===== src/hw/daofm_defs.svh =====
// constants for the dual converter output format and bus mux
// Contract
// - supply level: offset binary, stabilizer on
// - ground level: two's complement, stabilizer on
// - mid reference: two's complement, stabilizer off
// - floating: offset binary, stabilizer off
// - select low: two independent parallel buses
// - select high: both channels on first bus
// - indicator bit high for A, low B
// - each channel word is twelve bits
// - valid only with disable and sleep low
// - disable high floats outputs, conversion continues
// - sleep: outputs undefined, pipeline data lost
// - two's complement is offset binary, MSB inverted
`ifndef DAOFM_DEFS_SVH
`define DAOFM_DEFS_SVH

`define DAOFM_WORD_W 12
`define DAOFM_MSB 11
`define DAOFM_PAIR_W 24
`define DAOFM_BUF_DEPTH 2
`define DAOFM_MID_SCALE 12'h800
`define DAOFM_WORD_RST 12'h000
`define DAOFM_SEL_GROUND 2'h0
`define DAOFM_SEL_SUPPLY 2'h1
`define DAOFM_SEL_MIDREF 2'h2
`define DAOFM_SEL_FLOAT 2'h3

`endif


===== src/hw/daofm_pkg.sv =====
// types of the dual converter output mux
package daofm_pkg;
  typedef enum logic [1:0] {
    SEL_GROUND = 2'b00,
    SEL_SUPPLY = 2'b01,
    SEL_MIDREF = 2'b10,
    SEL_FLOAT = 2'b11
  } daofm_sel_type;
  typedef enum logic {
    PH_A = 1'b0,
    PH_B = 1'b1
  } daofm_phase_type;
endpackage


===== src/hw/daofm_stream_if.sv =====
// valid/ready carrier for a sample pair
`timescale 1ns/10ps
`default_nettype none
`include "daofm_defs.svh"
interface daofm_stream_if;
  logic valid;
  logic ready;
  logic [`DAOFM_PAIR_W-1:0] data;
  modport src(output valid, output data, input ready);
  modport dst(input valid, input data, output ready);
endinterface // daofm_stream_if
`default_nettype wire


===== src/hw/daofm_pair_buffer.sv =====
// two-entry buffer for sample pairs
`timescale 1ns/10ps
`default_nettype none
`include "daofm_defs.svh"
module daofm_pair_buffer (
  // clock and control
  input wire logic ref_clk,
  input wire logic sys_rst,
  input wire logic clk_en,
  input wire logic flush,
  // streams
  daofm_stream_if.dst fill_s,
  daofm_stream_if.src drain_s
);
  logic [`DAOFM_PAIR_W-1:0] mem_reg [`DAOFM_BUF_DEPTH];
  logic wr_ptr_reg;
  logic rd_ptr_reg;
  logic [1:0] count_reg;
  logic push;
  logic pop;

  assign fill_s.ready = clk_en && (count_reg != 2'h2);
  assign drain_s.valid = (count_reg != 2'h0);
  assign drain_s.data = mem_reg[rd_ptr_reg];
  assign push = fill_s.valid && fill_s.ready;
  assign pop = clk_en && drain_s.valid && drain_s.ready;

  always_ff @(posedge ref_clk) begin
    if (clk_en && push) begin
      mem_reg[wr_ptr_reg] <= fill_s.data;
    end
  end

  always_ff @(posedge ref_clk) begin
    if (sys_rst) begin
      wr_ptr_reg <= 1'h0;
      rd_ptr_reg <= 1'h0;
      count_reg <= 2'h0;
    end else if (clk_en) begin
      if (flush) begin
        wr_ptr_reg <= 1'h0;
        rd_ptr_reg <= 1'h0;
        count_reg <= 2'h0;
      end else begin
        if (push) begin
          wr_ptr_reg <= ~wr_ptr_reg;
        end
        if (pop) begin
          rd_ptr_reg <= ~rd_ptr_reg;
        end
        count_reg <= count_reg + {1'h0, push} - {1'h0, pop};
      end
    end
  end
endmodule // daofm_pair_buffer
`default_nettype wire


===== src/hw/daofm_top.sv =====
// output format, stabilizer select and bus mux of the dual converter
`timescale 1ns/10ps
`default_nettype none
`include "daofm_defs.svh"
module daofm_top (
  // clock, reset, enable
  input wire logic ref_clk,
  input wire logic sys_rst,
  input wire logic clk_en,
  // converter core samples
  input wire logic [`DAOFM_WORD_W-1:0] sample_a_word,
  input wire logic [`DAOFM_WORD_W-1:0] sample_b_word,
  input wire logic sample_valid,
  output logic sample_ready,
  // control pins
  input wire logic [1:0] format_stabilizer_select,
  input wire logic interleave_select,
  input wire logic output_disable_chan_a,
  input wire logic output_disable_chan_b,
  input wire logic sleep_input,
  input wire logic receiver_ready,
  // mode status
  output logic clock_duty_stabilizer,
  output logic twos_complement_mode,
  // output buses
  output logic [`DAOFM_WORD_W-1:0] first_channel_bus,
  output logic [`DAOFM_WORD_W-1:0] first_channel_bus_oe,
  output logic [`DAOFM_WORD_W-1:0] second_channel_bus,
  output logic [`DAOFM_WORD_W-1:0] second_channel_bus_oe,
  output logic chan_a_valid,
  output logic chan_b_valid
);
  daofm_stream_if fill_s ();
  daofm_stream_if drain_s ();

  daofm_pkg::daofm_sel_type sel;
  daofm_pkg::daofm_phase_type phase_reg;
  logic twos_next;
  logic stab_next;
  logic advance;
  logic pop;
  logic step_b;
  logic [`DAOFM_WORD_W-1:0] held_b_reg;
  logic [`DAOFM_WORD_W-1:0] bus_a_reg;
  logic [`DAOFM_WORD_W-1:0] bus_b_reg;
  logic words_valid_reg;
  logic oe_a_reg;
  logic oe_b_reg;
  logic oe_ind_reg;

  // ******************************************
  // format and stabilizer decode
  // ******************************************
  assign sel = daofm_pkg::daofm_sel_type'(format_stabilizer_select);

  always_comb begin
    case (sel)
      daofm_pkg::SEL_SUPPLY: begin
        twos_next = 1'h0;
        stab_next = 1'h1;
      end
      daofm_pkg::SEL_GROUND: begin
        twos_next = 1'h1;
        stab_next = 1'h1;
      end
      daofm_pkg::SEL_MIDREF: begin
        twos_next = 1'h1;
        stab_next = 1'h0;
      end
      daofm_pkg::SEL_FLOAT: begin
        twos_next = 1'h0;
        stab_next = 1'h0;
      end
      default: begin
        twos_next = 1'h0;
        stab_next = 1'h0;
      end
    endcase
  end

  // changes take effect at the next edge; words may glitch meanwhile
  always_ff @(posedge ref_clk) begin
    if (sys_rst) begin
      twos_complement_mode <= 1'h0;
      clock_duty_stabilizer <= 1'h1;
    end else if (clk_en) begin
      twos_complement_mode <= twos_next;
      clock_duty_stabilizer <= stab_next;
    end
  end

  function automatic logic [`DAOFM_WORD_W-1:0] fmt(input logic [`DAOFM_WORD_W-1:0] w,
                                                   input logic twos);
    fmt = twos ? (w ^ `DAOFM_MID_SCALE) : w;
  endfunction

  // ******************************************
  // sample buffer
  // ******************************************
  // sleep drops samples
  assign fill_s.valid = sample_valid && !sleep_input;
  assign fill_s.data = {sample_a_word, sample_b_word};
  assign sample_ready = fill_s.ready && !sleep_input;

  daofm_pair_buffer u_buf (
    .ref_clk(ref_clk),
    .sys_rst(sys_rst),
    .clk_en(clk_en),
    .flush(sleep_input),
    .fill_s(fill_s),
    .drain_s(drain_s)
  );

  // ******************************************
  // output sequencing
  // ******************************************
  assign advance = clk_en && receiver_ready && !sleep_input;
  // interleaved: pop only on the A phase; parallel: pop in any phase
  assign drain_s.ready = advance && (!interleave_select || phase_reg == daofm_pkg::PH_A);
  assign pop = drain_s.valid && drain_s.ready;
  assign step_b = advance && interleave_select && phase_reg == daofm_pkg::PH_B;

  always_ff @(posedge ref_clk) begin
    if (sys_rst) begin
      phase_reg <= daofm_pkg::PH_A;
    end else if (clk_en) begin
      if (sleep_input || !interleave_select) begin
        phase_reg <= daofm_pkg::PH_A;
      end else if (pop) begin
        phase_reg <= daofm_pkg::PH_B;
      end else if (step_b) begin
        phase_reg <= daofm_pkg::PH_A;
      end
    end
  end

  always_ff @(posedge ref_clk) begin
    if (sys_rst) begin
      held_b_reg <= `DAOFM_WORD_RST;
    end else if (clk_en && pop) begin
      held_b_reg <= drain_s.data[`DAOFM_WORD_W-1:0];
    end
  end

  always_ff @(posedge ref_clk) begin
    if (sys_rst) begin
      bus_a_reg <= `DAOFM_WORD_RST;
      bus_b_reg <= `DAOFM_WORD_RST;
    end else if (clk_en) begin
      if (pop && !interleave_select) begin
        bus_a_reg <= fmt(drain_s.data[`DAOFM_PAIR_W-1:`DAOFM_WORD_W], twos_complement_mode);
        bus_b_reg <= fmt(drain_s.data[`DAOFM_WORD_W-1:0], twos_complement_mode);
      end else if (pop) begin
        bus_a_reg <= fmt(drain_s.data[`DAOFM_PAIR_W-1:`DAOFM_WORD_W], twos_complement_mode);
        bus_b_reg <= 12'h001;
      end else if (step_b) begin
        bus_a_reg <= fmt(held_b_reg, twos_complement_mode);
        bus_b_reg <= 12'h000;
      end
    end
  end

  always_ff @(posedge ref_clk) begin
    if (sys_rst) begin
      words_valid_reg <= 1'h0;
    end else if (clk_en) begin
      if (sleep_input) begin
        words_valid_reg <= 1'h0;
      end else if (advance) begin
        words_valid_reg <= pop || step_b;
      end
    end
  end

  always_ff @(posedge ref_clk) begin
    if (sys_rst) begin
      oe_a_reg <= 1'h0;
      oe_b_reg <= 1'h0;
      oe_ind_reg <= 1'h0;
    end else if (clk_en) begin
      oe_a_reg <= !output_disable_chan_a && !sleep_input;
      oe_b_reg <= !output_disable_chan_b && !sleep_input && !interleave_select;
      oe_ind_reg <= !output_disable_chan_b && !sleep_input;
    end
  end

  assign first_channel_bus = bus_a_reg;
  assign second_channel_bus = bus_b_reg;
  assign first_channel_bus_oe = {`DAOFM_WORD_W{oe_a_reg}};
  assign second_channel_bus_oe = {{(`DAOFM_WORD_W-1){oe_b_reg}}, oe_ind_reg};
  assign chan_a_valid = words_valid_reg && oe_a_reg;
  assign chan_b_valid = words_valid_reg && oe_b_reg;
endmodule // daofm_top
`default_nettype wire


===== config.mk =====
export PLATFORM = sky130hd
export DESIGN_NAME = daofm_top
export DESIGN_NICKNAME = d
export VERILOG_FILES = /design/src/hw/daofm_pkg.sv /design/src/hw/daofm_stream_if.sv /design/src/hw/daofm_pair_buffer.sv /design/src/hw/daofm_top.sv
export VERILOG_INCLUDE_DIRS = /design/src /design/src/hw
export SDC_FILE = /design/constraint.sdc
export NUM_CORES = 1
export LEC_CHECK = 0
export ABC_AREA = 0
export BUFFER_PORTS_ARGS = -buffer_cell sky130_fd_sc_hd__buf_4
export CELL_PAD_IN_SITES_DETAIL_PLACEMENT = 1
export CELL_PAD_IN_SITES_GLOBAL_PLACEMENT = 2
export CORE_ASPECT_RATIO = 0.7
export CORE_UTILIZATION = 33
export CTS_BUF_LIST = sky130_fd_sc_hd__clkbuf_2 sky130_fd_sc_hd__clkbuf_4 sky130_fd_sc_hd__clkbuf_8
export DETAILED_ROUTE_END_ITERATION = 8
export GPL_TIMING_DRIVEN = 0
export PLACE_DENSITY = 0.9
export RECOVER_POWER = 50
export SYNTH_ARGS = -nofsm -noshare
export SYNTH_HDL_FRONTEND = slang
export SYNTH_HIERARCHICAL = 1
export SYNTH_SLANG_ARGS = --single-unit

===== constraint.sdc =====
create_clock -name ref_clk -period 1.91 [get_ports ref_clk]
set_input_delay 0.191 -clock ref_clk [delete_from_list [all_inputs] [get_ports ref_clk]]
set_output_delay 0.191 -clock ref_clk [all_outputs]
set_load 0.05 [all_outputs]

==> Yosys cells after proc, flatten, opt, wreduce, memory -nomap -nowiden <==
Memory sizes are Yosys's and may differ from the RTL's. A register that Yosys moved wholly into a read port is not among the register bits.
Index checks and enable logic that the tools add are counted.
{ "op_classes": {"n_bitwise": 6, "n_eq_ne": 4, "mux": 25, "addsub": 2, "reduce_logical": 43} }
{ "ops": {"columns": ["cell", "n"], "rows": [
  ["two-way mux 12 bit", 9],
  ["logical AND 1 bit", 20],
  ["two-way mux 1 bit", 13],
  ["AND reduction 2 bit", 5],
  ["nonzero test 2 bit", 4],
  ["OR reduction 2 bit", 4],
  ["NOT 1 bit", 6],
  ["nonzero test 3 bit", 2],
  ["== test 2 bit, second input constant", 2],
  ["zero test 1 bit", 4],
  ["one-hot mux 1 bit (2 select lines)", 2],
  ["logical OR 1 bit", 3],
  ["adder 2 x 1 -> 2 bit", 1],
  ["== test 2 x 1 -> 1 bit, second input constant", 1],
  ["zero test 2 bit", 1],
  ["two-way mux 2 bit", 1],
  ["inequality test 2 bit, second input constant", 1],
  ["subtractor 2 x 1 -> 2 bit", 1]
]} }
{ "word_totals": {"ramBits": 48, "mem_count": 1, "reg_bits": 47} }
{ "memory_table": {"columns": ["name", "depth", "word_bits", "rd", "rd_ports_with_merged_regs", "write_ports", "line", "text"], "rows": [
  ["u_buf.mem_reg", 2, 24, 1, 1, 1, "daofm_pair_buffer.sv:15", "logic [`DAOFM_PAIR_W-1:0] mem_reg [`DAOFM_BUF_DEPTH];"]
]} }

==> Longest topological paths before layout <==
{ "logic_depth": {"word_depth": 8, "depth_mapped": 10} }

==> Cells and area by module <==
Netlist, hierarchy kept.
{ "by_module_without_submodules": {"columns": ["module", "instances", "seq_area_each_um2", "cells_per_inst", "area_per_inst_um2"], "rows": [
  ["daofm_pair_buffer", 1, 1541.5, 109, 2016.9],
  ["daofm_top", 1, 860.8, 225, 1948.1]
]} }

==> Least setup slack after synthesis <==
Ideal clock, no wire load.
{ "synth_path": {"path_kind": "reg-to-reg", "from": "reg phase_reg", "to": "reg u_buf.count_reg[1]", "required_ps": 1836, "n_path_buf": 0, "arrival_time_ps": 1950, "setup_slack_ps": -114, "path_stages_with_launch": 11, "cell_sequence": "dfxtp_1 > and2_1 > nor2_1 > o211ai_1 > inv_1 > ha_1 > inv_1 > ha_1 > xnor2_1 > or4b_1 > a31oi_1"} }
{ "synth_via": {"elab_chain_cells": 6} }
{ "synth_rtl": {"columns": ["element", "line", "text"], "rows": [
  ["from (decl)", "daofm_top.sv:37", "daofm_pkg::daofm_phase_type phase_reg;"],
  ["from (signal assigned)", "daofm_top.sv:125", "phase_reg <= daofm_pkg::PH_A;"],
  ["from (signal assigned)", "daofm_top.sv:128", "phase_reg <= daofm_pkg::PH_A;"],
  ["from (signal assigned)", "daofm_top.sv:130", "phase_reg <= daofm_pkg::PH_B;"],
  ["NOT 1 bit", "daofm_top.sv:119", "assign drain_s.ready = advance && (!interleave_select || phase_reg == daofm_pkg::PH_A);"],
  ["logical OR 1 bit", "daofm_top.sv:119", null],
  ["logical AND 1 bit", "daofm_top.sv:119", null],
  ["net drain_s.ready", "daofm_stream_if.sv:7", "logic ready;"],
  ["logical AND 1 bit", "daofm_pair_buffer.sv:26", "assign pop = clk_en && drain_s.valid && drain_s.ready;"],
  ["subtractor 2 x 1 -> 2 bit", "daofm_pair_buffer.sv:51", "count_reg <= count_reg + {1'h0, push} - {1'h0, pop};"],
  ["two-way mux 2 bit", "daofm_pair_buffer.sv:40", "if (flush) begin"],
  ["to (signal assigned)", "daofm_pair_buffer.sv:51", null],
  ["to (decl)", "daofm_pair_buffer.sv:18", "logic [1:0] count_reg;"]
]} }
The timed path passes the listed nets, and every way through them passes these cells.
A chain may end at the register's enable or synchronous reset.

==> Worst setup path in the final report <==
Ends and elaborated chain as after synthesis.

==> run metrics <==
nets@finish 499; unrepaired setup endpoints after global routing yes; Max Fanout on Critical Path 2; Synth area leaders edfxtp_1 36%, dfxtp_1 24%, mux2_1 6.8%, buf_4 5.1%, nand2_1 3.8%; area of the die 12,460 µm²; CTS sink cnt 96; total global routing overflow 0; First-pass DRT Iterations 4; total chip power 4.000 mW; layout cell share with drive strength beyond 1 between 20% and 30%; first-pass GRT wire length 15,810 µm; Final Cycle Share 103.5%; Worst slew margin 56.51%; area leader, netlist edfxtp_1; core area around 12,000 µm²; post-synthesis sequential area ratio 60.59%; Row Count 33; initial antenna violation count 0; DRC viols 0; post-layout minimum cycle time just under 2 ns; mapped cell area 3965 µm²; Starting Density 33.93%; Clk Tree Root Cell clkbuf_8; PortBufs 87; worst skew pair latency 0.37 ns; Top Ports 88; filler instances between 1,000 and 1,500; H-tree depth 3; EDFF count, synth 48; FFs w/ async S/R, synth 0%; VDD IR-drop max 0.4343 mV; RePlAce Congestion 0.8445; Post-Syn Nets roughly 370; HPWL after DPL roughly 7100 µm; max cap viols 0; Commonest cells post-synth 48 x dfxtp_1, 48 x edfxtp_1, 40 x nand2_1, 33 x nor2_1, 27 x buf_4; max-slew violations 0; Total Wirelength 9554 µm; worst slew pin tran 0.6517 ns; antenna-violating nets left 0; Hold/Removal Path Class input port to register; Syn-to-layout area delta 33.13%; CP required 2.20 ns; Setup Viol. Count Final 1; placed cells 580; clk slew on worst S/H paths 0.08 ns; Ys Warns 6; post-route non-filler standard cell count about 620; final core occ 45.18%; die height 93.71 µm; Distinct cells, synth 42; CTS tree built; Power Dens Cells 757.7 nW/µm²; final worst setup slack -0.06630 ns; drt initial violations 131; worst clock skew 0.01307 ns; Lkg Pwr just under 2 nW; GRT Overall Usage between 10% and 20%; Max Fclk 506.0 MHz; # diodes 0; #FFs+latches synth 96; Largest register FFs 48; status complete, but fails checks; crit path capture type register; vias in the first global route 3,005; cell count after synthesis approximately 330; largest net degree at the start of global routing 18; wire length per cell 15.31 µm; setup_tns -0.06630 ns; Die W 133.0 µm; Worst EP arrival about 2.3 ns; maximum buffer depth of the clock tree 2; total CTS buffers 9; failing checks negative setup slack; Most used DFF post-synth edfxtp_1; share of the synthesized area in the top cell type 36.35%; DR vias/cell between 4 and 5; Synth Area per Inst between 10 and 15 µm²; Startpoint Class register; Setup CP Type register to register; Fin. Hold Viols 0; Vias 2,881
## path summary, 6_finish.rpt
check                          endpoint                        start  slack [ns]  cells past startpoint
setup / recovery     u_buf/count_reg[1]                    phase_reg       -0.07                     10
hold / removal    clock_duty_stabilizer  format_stabilizer_select[1]        0.11                      4
setup reg to reg     u_buf/count_reg[1]                    phase_reg       -0.07                     10
hold reg to reg   first_channel_bus[11]        first_channel_bus[11]        0.47                      2
## cells in the final DEF (no fill, tap or decap), types with 3 or more instances in the layout
| cell | n |
|---|---|
| a21oi_1 | 24 |
| a22oi_1 | 4 |
| a22oi_2 | 7 |
| a311oi_1 | 7 |
| buf_2 | 3 |
| buf_4 | 64 |
| clkbuf_1 | 36 |
| clkbuf_4 | 25 |
| clkbuf_8 | 9 |
| dfxtp_1 | 45 |
| dlygate4sd3_1 | 26 |
| edfxtp_1 | 48 |
| inv_1 | 4 |
| mux2_1 | 24 |
| mux2i_1 | 3 |
| nand2_1 | 40 |
| nand2b_1 | 7 |
| nand3b_1 | 6 |
| nor2_1 | 31 |
| nor3_1 | 4 |
| o21ai_0 | 3 |
| xor2_1 | 3 |
## worst max-delay path, stage by stage, from the launching register on
cell	delay [ns]
dfxtp_4	0.35
and2_4	0.13
nor2_1	0.04
o211ai_1	0.11
inv_1	0.07
ha_1	0.27
inv_1	0.04
ha_2	0.16
xnor2_1	0.13
or4b_1	0.46
a31oi_1	0.14
## report_power, final
part | internal (mW) | switching [mW]
sequential | 2.18 | 0.0148
clock | 0.768 | 0.695
combinational | 0.153 | 0.185
## metrics by stage
stage	hold slack (ns)	area, µm²	worst slack [ns]
2_1_floorplan	0.2601	3968	-0.07632
3_3_place_gp	0.3765	4817	-0.8660
3_5_place_dp	0.3788	4877	-0.2692
4_1_cts	0.09901	5395	-0.1116
5_1_grt	0.1473	5279	-0.1742
6_report	0.1080	5279	-0.06630
## cells by family after synthesis
logic type / after synthesis / synth area share (%)
AO/OA/AOI/OAI: 53 / 9.530
XOR/XNOR: 4 / 0.8837
adder cells (fa/ha/maj): 2 / 0.6310
buffers and inverters: 46 / 7.826
flip-flops: 96 / 60.59
multiplexers: 27 / 7.573
AND/OR/NAND/NOR: 106 / 12.97
## cell type report
class | instances | area [µm²] | share of cell area (%)
flip-flops and latches | 96 | 2409 | 45.63
multi-input cells | 192 | 1271 | 24.08
repair buffers | 118 | 875.8 | 16.59
plain buffers | 40 | 290.3 | 5.499
well taps | 157 | 196.4 | 3.721
clock buffers | 11 | 138.9 | 2.631
clock inverters | 5 | 78.83 | 1.493
inverters | 5 | 18.77 | 0.3555
## metal layers
layer | GRT usage (%) | vias up | part of all wire [%]
met5 | 0 | - | 0
met4 | 4.598 | 0 | 0.89
met3 | 4.693 | 8 | 5.1
met2 | 27.75 | 76 | 46
met1 | 21.93 | 1389 | 48
li1 | - | 1408 | -
## what timing repair did
action                                 in CTS  in global routing
pin swaps                                   1                  2
setup buffers                               3                  0
hold buffers                               26                  0
setup endpoints to repair                   1                 10
gates resized for setup                     6                  1
endpoints found under the hold margin      51                  0
Note: power is estimated with default switching activity, not from simulation.
